===== config.mk =====
export PLATFORM = sky130hd
export DESIGN_NAME = apm_fault_ctrl
export DESIGN_NICKNAME = d
export VERILOG_FILES = /design/src/apm_pkg.sv /design/src/apm_chan_if.sv /design/src/apm_dc_detect.sv /design/src/apm_bd_modulator.sv /design/src/apm_fault_ctrl.sv
export SDC_FILE = /design/constraint.sdc
export NUM_CORES = 1
export LEC_CHECK = 0
export BUFFER_PORTS_ARGS = -buffer_cell sky130_fd_sc_hd__buf_2
export CELL_PAD_IN_SITES_DETAIL_PLACEMENT = 0
export CELL_PAD_IN_SITES_GLOBAL_PLACEMENT = 2
export CORE_ASPECT_RATIO = 1.75
export CORE_MARGIN = 2
export CORE_UTILIZATION = 35
export CTS_BUF_LIST = sky130_fd_sc_hd__clkbuf_4 sky130_fd_sc_hd__clkbuf_8
export DETAILED_ROUTE_END_ITERATION = 10
export PLACE_DENSITY = 0.77
export SKIP_LAST_GASP = 1
export SYNTH_ARGS = -nofsm -noshare
export SYNTH_HDL_FRONTEND = slang
export SYNTH_SLANG_ARGS = --single-unit
export TNS_END_PERCENT = 20

===== constraint.sdc =====
create_clock -name clk -period 4.3 [get_ports clk]
set_input_delay 0.645 -clock clk [delete_from_list [all_inputs] [get_ports clk]]
set_output_delay 0.645 -clock clk [all_outputs]
set_load 0.02 [all_outputs]

===== src/apm_pkg.sv =====
// apm_pkg: shared constants and types of the amplifier protection block
// assumes a 100 MHz system clock; supply and output voltages arrive as millivolt codes
package apm_pkg;
	// clock
	localparam int CLK_HZ           = 100000000;
	// timing, in their own units and in cycles
	localparam int POWERUP_MS       = 40;
	localparam int POWERUP_CYCLES   = POWERUP_MS * (CLK_HZ / 1000);
	localparam int DC_QUAL_MS       = 640;
	localparam int DC_QUAL_CYCLES   = DC_QUAL_MS * (CLK_HZ / 1000);
	// supply window in millivolts (4.5 V .. 27 V)
	localparam logic [15:0] SUPPLY_MIN_MV = 16'h1194;
	localparam logic [15:0] SUPPLY_MAX_MV = 16'h6978;
	// die temperature trip in degrees C (150)
	localparam logic signed [9:0] TEMP_TRIP_C = 10'h096;
	// dc threshold is 3/10 of the supply
	localparam logic [17:0] DC_THR_MUL = 18'h0_0003;
	localparam logic [17:0] DC_THR_DIV = 18'h0_000A;
	// modulation carrier midpoint (50 % duty)
	localparam logic [8:0] DUTY_HALF = 9'h080;
	// fault latch bit positions
	localparam int FLT_OC   = 0;
	localparam int FLT_TEMP = 1;
	localparam int FLT_DC   = 2;
	localparam logic [2:0] FLT_NONE = 3'h0;
	// reset values of the output flops
	localparam logic RST_FAULT_N  = 1'b1;
	localparam logic RST_DRIVE_EN_N = 1'b1;
	localparam logic RST_LOW_CUR  = 1'b1;

	typedef enum logic {modBd, modLowIdle} apm_mod_t;
	typedef enum logic [1:0] {stPowerUp, stShutdown, stActive} apm_state_t;
endpackage


===== src/apm_chan_if.sv =====
// apm_chan_if: per-channel signals between the controller, dc detector and modulator
// assumes one instance per audio channel, all in the clk domain
`timescale 1ns/1ps
interface apm_chan_if;
	logic signed [15:0] sample;
	logic        [15:0] threshold;
	logic               detEnable;
	logic               dcFault;
	logic signed [7:0]  level;
	apm_pkg::apm_mod_t  mode;
	logic               run;
	logic               pwmP;
	logic               pwmN;

	modport ctrl (output sample, threshold, detEnable, level, mode, run,
		input dcFault, pwmP, pwmN);
	modport detect (input sample, threshold, detEnable, output dcFault);
	modport modulate (input level, mode, run, output pwmP, pwmN);
endinterface // apm_chan_if


===== src/apm_dc_detect.sv =====
// apm_dc_detect: flags a channel whose differential output sits beyond threshold too long
// assumes sample is the signed differential output in millivolts, one per clock
`timescale 1ns/1ps
module apm_dc_detect #(
	parameter int QUAL_CYCLES = apm_pkg::DC_QUAL_CYCLES
) (
	// clock and reset
	input  wire logic clk,
	input  wire logic reset,
	// channel link
	apm_chan_if.detect ch
);
	logic [31:0] count;
	logic        lastNeg;
	logic        fault;
	logic [31:0] next_count;
	logic        next_lastNeg;
	logic        next_fault;
	logic [16:0] magnitude;
	logic        over;

	// no high-pass here: a sub-2 Hz swing looks like dc to this detector
	always_comb begin
		magnitude = ch.sample[15] ? 17'(-$signed({ch.sample[15], ch.sample}))
			: {1'b0, ch.sample};
		over = magnitude >= {1'b0, ch.threshold};
		next_count = count;
		next_lastNeg = lastNeg;
		next_fault = fault;
		if (!ch.detEnable) begin
			next_count = '0;
			next_fault = 1'b0;
		end else if (!fault) begin
			if (!over) begin
				next_count = '0;
			end else if (count != '0 && ch.sample[15] != lastNeg) begin
				next_count = 32'h0000_0001; // polarity flip restarts
			end else if (count >= 32'(QUAL_CYCLES)) begin
				next_fault = 1'b1;
			end else begin
				next_count = count + 32'h0000_0001;
			end
			next_lastNeg = ch.sample[15];
		end
	end

	always_ff @(posedge clk or posedge reset) begin
		if (reset) begin
			count <= '0;
			lastNeg <= 1'b0;
			fault <= 1'b0;
		end else begin
			count <= next_count;
			lastNeg <= next_lastNeg;
			fault <= next_fault;
		end
	end

	assign ch.dcFault = fault;
endmodule // apm_dc_detect


===== src/apm_bd_modulator.sv =====
// apm_bd_modulator: per-channel pwm for the positive and negative outputs
// assumes level is a signed audio sample; outputs are idle low while run is low
`timescale 1ns/1ps
module apm_bd_modulator (
	// clock and reset
	input  wire logic clk,
	input  wire logic reset,
	// channel link
	apm_chan_if.modulate ch
);
	logic [7:0] carrier;
	logic       pwmP;
	logic       pwmN;
	logic [7:0] next_carrier;
	logic       next_pwmP;
	logic       next_pwmN;
	logic [8:0] posDuty;
	logic [8:0] negDuty;
	logic [7:0] magnitude;

	always_comb begin
		next_carrier = carrier + 8'h01;
		magnitude = ch.level[7] ? 8'(-ch.level) : 8'(ch.level);
		if (ch.mode == apm_pkg::modBd) begin
			// equal duties at zero input, so both legs switch in phase
			posDuty = apm_pkg::DUTY_HALF + {ch.level[7], ch.level};
			negDuty = apm_pkg::DUTY_HALF - {ch.level[7], ch.level};
		end else begin
			// low idle-loss: only the active leg switches, idle draws no ripple
			posDuty = ch.level[7] ? 9'h000 : {magnitude, 1'b0};
			negDuty = ch.level[7] ? {magnitude, 1'b0} : 9'h000;
		end
		next_pwmP = ch.run && ({1'b0, carrier} < posDuty);
		next_pwmN = ch.run && ({1'b0, carrier} < negDuty);
	end

	always_ff @(posedge clk or posedge reset) begin
		if (reset) begin
			carrier <= '0;
			pwmP <= 1'b0;
			pwmN <= 1'b0;
		end else begin
			carrier <= next_carrier;
			pwmP <= next_pwmP;
			pwmN <= next_pwmN;
		end
	end

	assign ch.pwmP = pwmP;
	assign ch.pwmN = pwmN;
endmodule // apm_bd_modulator


===== src/apm_fault_ctrl.sv =====
// apm_fault_ctrl: protection, fault reporting and output control of a stereo class-d stage
// assumes analog monitors arrive as synchronous digital codes: supply in millivolts,
// die temperature in degrees C, differential outputs in millivolts; overcurrent is a
// comparator level.
//
// How it works
// - output overcurrent latches a fault: fault pin low, outputs high impedance
// - die above 150 C shuts down, latches a fault, fault pin low; not sensed until power-up ends
// - dc fault drives fault pin low, outputs high impedance, stays latched
// - dc fault only after same-polarity excursion beyond threshold over 640 ms
// - dc threshold is 0.3 times the power-stage supply
// - slow swings below 2 Hz count as dc for detection
// - taking shutdown low then high clears latched faults
// - shutdown low mutes outputs and enters low-current state
// - a 40 ms power-up sequence precedes normal operation
// - two modulation options: bridge differential and low idle-loss
// - bridge differential: legs switch rail to rail, in phase at zero input
// - bridge differential: positive output means positive leg above 50 % duty
`timescale 1ns/1ps
module apm_fault_ctrl #(
	parameter int POWERUP_CYCLES = apm_pkg::POWERUP_CYCLES,
	parameter int DC_QUAL_CYCLES = apm_pkg::DC_QUAL_CYCLES
) (
	// clock and reset
	input  wire logic                    clk,
	input  wire logic                    reset,
	// controller pins
	input  wire logic                    shutdown_in_n,
	output logic                         fault_out_n,
	// analog monitors
	input  wire logic                    overcurrentDetect,
	input  wire logic signed [9:0]       dieTempC,
	input  wire logic [15:0]             power_stage_supply,
	input  wire logic [1:0][15:0]        diffOutMilliVolt,
	// audio and mode
	input  wire logic [1:0][7:0]         audioLevel,
	input  wire logic                    lowIdleMode,
	// power stage
	output logic [1:0]                   channel_positive_output,
	output logic [1:0]                   channel_negative_output,
	output logic                         outputDriveEn_n,
	output logic                         lowCurrentState
);
	apm_pkg::apm_state_t state;
	apm_pkg::apm_state_t next_state;
	logic [31:0]         puCount;
	logic [31:0]         next_puCount;
	logic [2:0]          faultLatch;
	logic [2:0]          next_faultLatch;
	logic                faultOutN;
	logic                next_faultOutN;
	logic                driveEnN;
	logic                next_driveEnN;
	logic                lowCur;
	logic                next_lowCur;
	logic                running;
	logic                next_running;
	logic [2:0]          faultSet;
	logic                supplyOk;
	logic                dcAny;
	logic [17:0]         thrWide;
	logic [15:0]         dcThreshold;
	logic [1:0]          chDcFault;

	apm_chan_if chan [2] ();

	// dc threshold tracks the supply; integer divide floors by under a millivolt
	always_comb begin
		thrWide = ({2'b00, power_stage_supply} * apm_pkg::DC_THR_MUL) / apm_pkg::DC_THR_DIV;
		dcThreshold = thrWide[15:0];
	end

	for (genvar i = 0; i < 2; i++) begin : g_chan
		assign chan[i].sample = $signed(diffOutMilliVolt[i]);
		assign chan[i].threshold = dcThreshold;
		// detection only while amplifying in range, so shutdown starts it afresh
		assign chan[i].detEnable = running;
		assign chan[i].level = $signed(audioLevel[i]);
		assign chan[i].mode = lowIdleMode ? apm_pkg::modLowIdle : apm_pkg::modBd;
		assign chan[i].run = running;
		assign chDcFault[i] = chan[i].dcFault;
		assign channel_positive_output[i] = chan[i].pwmP;
		assign channel_negative_output[i] = chan[i].pwmN;

		apm_dc_detect #(
			.QUAL_CYCLES (DC_QUAL_CYCLES)
		) u_dc (
			.clk   (clk),
			.reset (reset),
			.ch    (chan[i])
		);

		apm_bd_modulator u_mod (
			.clk   (clk),
			.reset (reset),
			.ch    (chan[i])
		);
	end

	// fault sources and supply window
	always_comb begin
		supplyOk = (power_stage_supply >= apm_pkg::SUPPLY_MIN_MV)
			&& (power_stage_supply <= apm_pkg::SUPPLY_MAX_MV);
		dcAny = |chDcFault;
		faultSet = apm_pkg::FLT_NONE;
		// a short is only seen while the bridge drives
		faultSet[apm_pkg::FLT_OC] = overcurrentDetect && running;
		faultSet[apm_pkg::FLT_TEMP] = (dieTempC > apm_pkg::TEMP_TRIP_C)
			&& (state != apm_pkg::stPowerUp);
		faultSet[apm_pkg::FLT_DC] = dcAny;
	end

	// sequencing: power-up wait, then follow the shutdown pin
	always_comb begin
		next_state = state;
		next_puCount = puCount;
		unique case (state)
			apm_pkg::stPowerUp: begin
				if (puCount >= 32'(POWERUP_CYCLES - 1)) begin
					next_state = shutdown_in_n ? apm_pkg::stActive : apm_pkg::stShutdown;
				end else begin
					next_puCount = puCount + 32'h0000_0001;
				end
			end
			apm_pkg::stShutdown: begin
				if (shutdown_in_n) begin
					next_state = apm_pkg::stActive;
				end
			end
			apm_pkg::stActive: begin
				if (!shutdown_in_n) begin
					next_state = apm_pkg::stShutdown;
				end
			end
			default: begin
				next_state = apm_pkg::stPowerUp;
			end
		endcase
	end

	always_ff @(posedge clk or posedge reset) begin
		if (reset) begin
			state <= apm_pkg::stPowerUp;
			puCount <= '0;
		end else begin
			state <= next_state;
			puCount <= next_puCount;
		end
	end

	// fault latch: cleared while shutdown is low, but a new event still wins
	always_comb begin
		if (!shutdown_in_n) begin
			next_faultLatch = faultSet;
		end else begin
			next_faultLatch = faultLatch | faultSet;
		end
		// tying fault to shutdown loops here and clears itself unless the die is still above the trip temperature
		next_faultOutN = (next_faultLatch == apm_pkg::FLT_NONE);
		// undervoltage and overvoltage only gate the bridge, never the fault pin
		next_running = (next_state == apm_pkg::stActive)
			&& (next_faultLatch == apm_pkg::FLT_NONE) && supplyOk;
		next_driveEnN = !next_running;
		next_lowCur = (next_state != apm_pkg::stActive);
	end

	always_ff @(posedge clk or posedge reset) begin
		if (reset) begin
			faultLatch <= apm_pkg::FLT_NONE;
			faultOutN <= apm_pkg::RST_FAULT_N;
			driveEnN <= apm_pkg::RST_DRIVE_EN_N;
			lowCur <= apm_pkg::RST_LOW_CUR;
			running <= 1'b0;
		end else begin
			faultLatch <= next_faultLatch;
			faultOutN <= next_faultOutN;
			driveEnN <= next_driveEnN;
			lowCur <= next_lowCur;
			running <= next_running;
		end
	end

	assign fault_out_n = faultOutN;
	assign outputDriveEn_n = driveEnN;
	assign lowCurrentState = lowCur;

	// power-up helper: cycles spent since reset, saturating
	logic [31:0] sinceReset;
	always_ff @(posedge clk or posedge reset) begin
		if (reset) begin
			sinceReset <= '0;
		end else if (sinceReset != 32'hFFFF_FFFF) begin
			sinceReset <= sinceReset + 32'h0000_0001;
		end
	end
endmodule // apm_fault_ctrl


==> impl_metrics.tcl <==
set metrics [dict create \
    outcome "finished, violations left" \
    violations "negative setup slack" \
    rsz0062_at_grt "yes" \
    cts_tree "built" \
    crit_top_cell "a21o_1" \
    areaGrowthSynthToFinish_pct 39.0 \
    core_mm2 0.0329 \
    drc 0 \
    synth_fp_nets 1570 \
    synth_edf_count 0 \
    synth_compound_area_share_pct 22.1 \
    grt_max_degree 85 \
    crit_path_top_delay_cell "or3_4" \
    cts_buffers 17 \
    setup_violations 66 \
    fin_ws_ps -5590 \
    die_area_mm2 0.0349 \
    clkSinkCount 129 \
    fin_nets 1939 \
    p_total_mw 8.36 \
    synthCells 1386 \
    initial_core_util_pct 35.5 \
    dieWidth_um 142 \
    fin_crit_ps 9890 \
    yosysSeqAreaShare_pct 27.7 \
    ys_ff_latch 129 \
    synth_top_family_by_area "simple AND/OR/NAND/NOR gates" \
    cp.required_ps 4700 \
    yosys_warnings 0 \
    drive_gt1_share_pct 35.8 \
    vdd_ir_drop_max_mv 0.347 \
    hp-class "reg -> reg" \
    cp_max_fo 7 \
    finalHoldViolations 0 \
    cp.arrival_ps 10280 \
    cap_violations 0 \
    overflow 0 \
    routed_wl_mm 35.5 \
    first_global_vias 12025 \
    grt_pass1_wl_mm 58.6 \
    clk_latency_ps 460 \
    period_share_pct 230 \
    die_h_um 246 \
    fp-row-count 88 \
    async_reset_ff_share_pct 100 \
    crit_start "power_stage_supply[10]" \
    end_kind "flop" \
    path_class "in -> reg" \
    hpwlAfterDp_mm 28.2 \
    worst_slew_pin_slew_ps 1050 \
    cts-root-buf "clkbuf_8" \
    ys_types 107 \
    gp_congestion 0.891 \
    dpl_cell_area_mm2 0.0147 \
    global_route.usage.total_pct 20.8 \
    wl_per_cell_um 16.3 \
    rr_startpoint "puCount[0]" \
    synth_adder_area_share_pct 11.4 \
    path_clk_slew_ps 90 \
    syn_avg_cell_area_um2 8.43 \
    slowest_delay_ps 460 \
    post-route-cell-area_mm2 0.0162 \
    avgViaCountPerCell 5.36 \
    max_freq_ghz 0.101 \
    drt_iter0_markers 461 \
    synthXorXnorAreaFrac_pct 10.0 \
    antenna_left 0 \
    num_io_pins 86 \
    dr_total_vias 11663 \
    port_buffers 85 \
    clockBufferDepth 2 \
    firstDrtPassIters 5 \
    p_per_area_mw_per_mm2 515 \
    finClkSkew_ps 12.7 \
    antenna_found_initial 1 \
    slew_viol_final 0 \
    synth-simple-area-share_pct 23.2 \
    p_leak_nw 7.40 \
    synth_mux_area_share_pct 1.32 \
    yosys_most_used_dff "dfrtp_1" \
    start_kind "input pin" \
    max_slew_margin_pct 29.7 \
    synth_area_mm2 0.0117 \
    cts_htree_levels 4 \
    min_from "puCount[25]" \
]
## sequential cells by signal, summed over array words and instances, names as in the netlist
name                    count
lowCurrentState             1
outputDriveEn_n             1
fault_out_n                 1
g_chan.u_dc.count          64
faultLatch                  3
chan.detEnable              1
g_chan.u_mod.ch.pwmN        2
state                       2
g_chan.u_dc.ch.dcFault      2
puCount                    32
g_chan.u_mod.carrier       16
g_chan.u_dc.lastNeg         2
g_chan.u_mod.ch.pwmP        2
## placed cells by master (no fill, tap or decap), types with 8 or more instances in the layout
cell type	instances
o31ai_1	12
nor2b_1	13
buf_2	81
o21ai_0	53
nor4_1	20
a31oi_1	17
ha_1	92
inv_1	47
ha_4	8
and3_1	27
o211ai_1	15
clkbuf_8	17
or2_2	8
nor3_1	34
a211oi_2	9
buf_4	303
nand3_1	46
a21oi_1	64
nand4_1	29
a21oi_2	11
nor2_1	135
or3_1	11
nand2b_1	16
nand2_1	96
xnor2_1	77
dfrtp_1	126
inv_2	8
xor2_1	55
a21o_1	32
buf_6	18
o21ai_1	8
## routing by layer
metal	track usage, %	share of wire [%]	vias up	wire, um
met4	9.56	4.1	0	1470
li1	-	-	5816	-
met1	21.1	36	5606	12900
met2	41.4	58	168	20500
met5	0	0	-	0
met3	2.04	1.7	73	616
## logic make-up after synthesis
group | Yosys count
multiplexers | 14
flip-flops | 129
adder cells (fa/ha/maj) | 106
AND/OR/NAND/NOR | 530
XOR/XNOR | 134
buffers and inverters | 117
AO/OA/AOI/OAI | 356
## through the flow
step / setup slack (ps) / cells / utilization, % / TNS (ps) / hold WS [ps]
after floorplan: -5820 / 1386 / - / -363590 / 429
after global placement: -6460 / 2098 / 44.8 / -406050 / 365
after detailed placement: -6510 / 2098 / 44.8 / -410220 / 366
after CTS: -5750 / 2160 / 47.5 / -351880 / 360
after global routing: -6050 / 2174 / 49.3 / -382300 / 374
final: -5590 / 2175 / 49.3 / -354800 / 382
## synthesized netlist by cell type (all sizes together) (6+ instances only)
cell	instances	area [um^2]
clkbuf	41	154
or2	13	81.3
mux2	8	93.8
a211o	7	61.3
dfrtp	126	3150
a21o	34	263
and2	7	43.8
a21oi	78	409
xor2	55	482
o211ai	17	138
a31oi	23	165
nand3	55	280
o22a	6	52.6
nor2	144	546
inv	58	218
mux2i	6	60.1
o21ai	66	345
xnor2	79	692
or3	12	80.1
a211oi	17	138
nor3	42	215
o31ai	15	140
buf	17	119
o41ai	7	61.3
nor2b	15	93.8
and4	9	81.3
nand2b	19	119
nand4	31	206
nor4	29	194
or4	8	63.8
nand2	101	379
and3	30	188
ha	104	1300
## worst max-delay path, delay by kind of cell
family / cells / cell delay [ps]
AOI/OAI and AO/OA: 29 / 5340
adders and majority gates: 2 / 510
buffers and inverters: 9 / 1250
muxes: 2 / 650
and+or+nand+nor: 9 / 1880
## what timing repair did
| action | 4_1_cts | 5_1_grt |
|---|---|---|
| setup buffers | 30 | 14 |
| endpoints found under the setup margin | 66 | 66 |
| gates cloned | 1 | 1 |
| hold buffers | 0 | 0 |
| pin swaps | 60 | 40 |
| resized for setup | 63 | 101 |
## final timing paths
kind | end | slack, ps | cells past startpoint
max reg2reg | puCount[20] | 1420 | 13
max in group asynchronous | g_chan[1].u_dc.count[14] | 3010 | 3
max | g_chan[1].u_dc.count[30] | -5590 | 51
min | puCount[25] | 380 | 0
min in group asynchronous | faultLatch[1] | 420 | 2
min reg2reg | puCount[25] | 380 | 0
## report_power, final
part	leakage, nW	internal, mW	total [mW]	switching [mW]
clock	0.186	0.426	0.994	0.568
combinational	5.47	3.14	6.05	2.91
sequential	1.74	1.27	1.31	0.0476
total	7.40	4.84	8.36	3.52
## layout make-up
type,instances,area [um^2]
Tap cell,405,507
Clock inverter,15,139
Inverter,59,233
Multi-Input combinational cell,1141,8920
Clock buffer,17,234
Fill cell,3249,16700
Antenna cell,2,5.00
Timing Repair Buffer,407,2970
Sequential cell,129,3230
No activity file was read; power rests on OpenSTA's default activity.
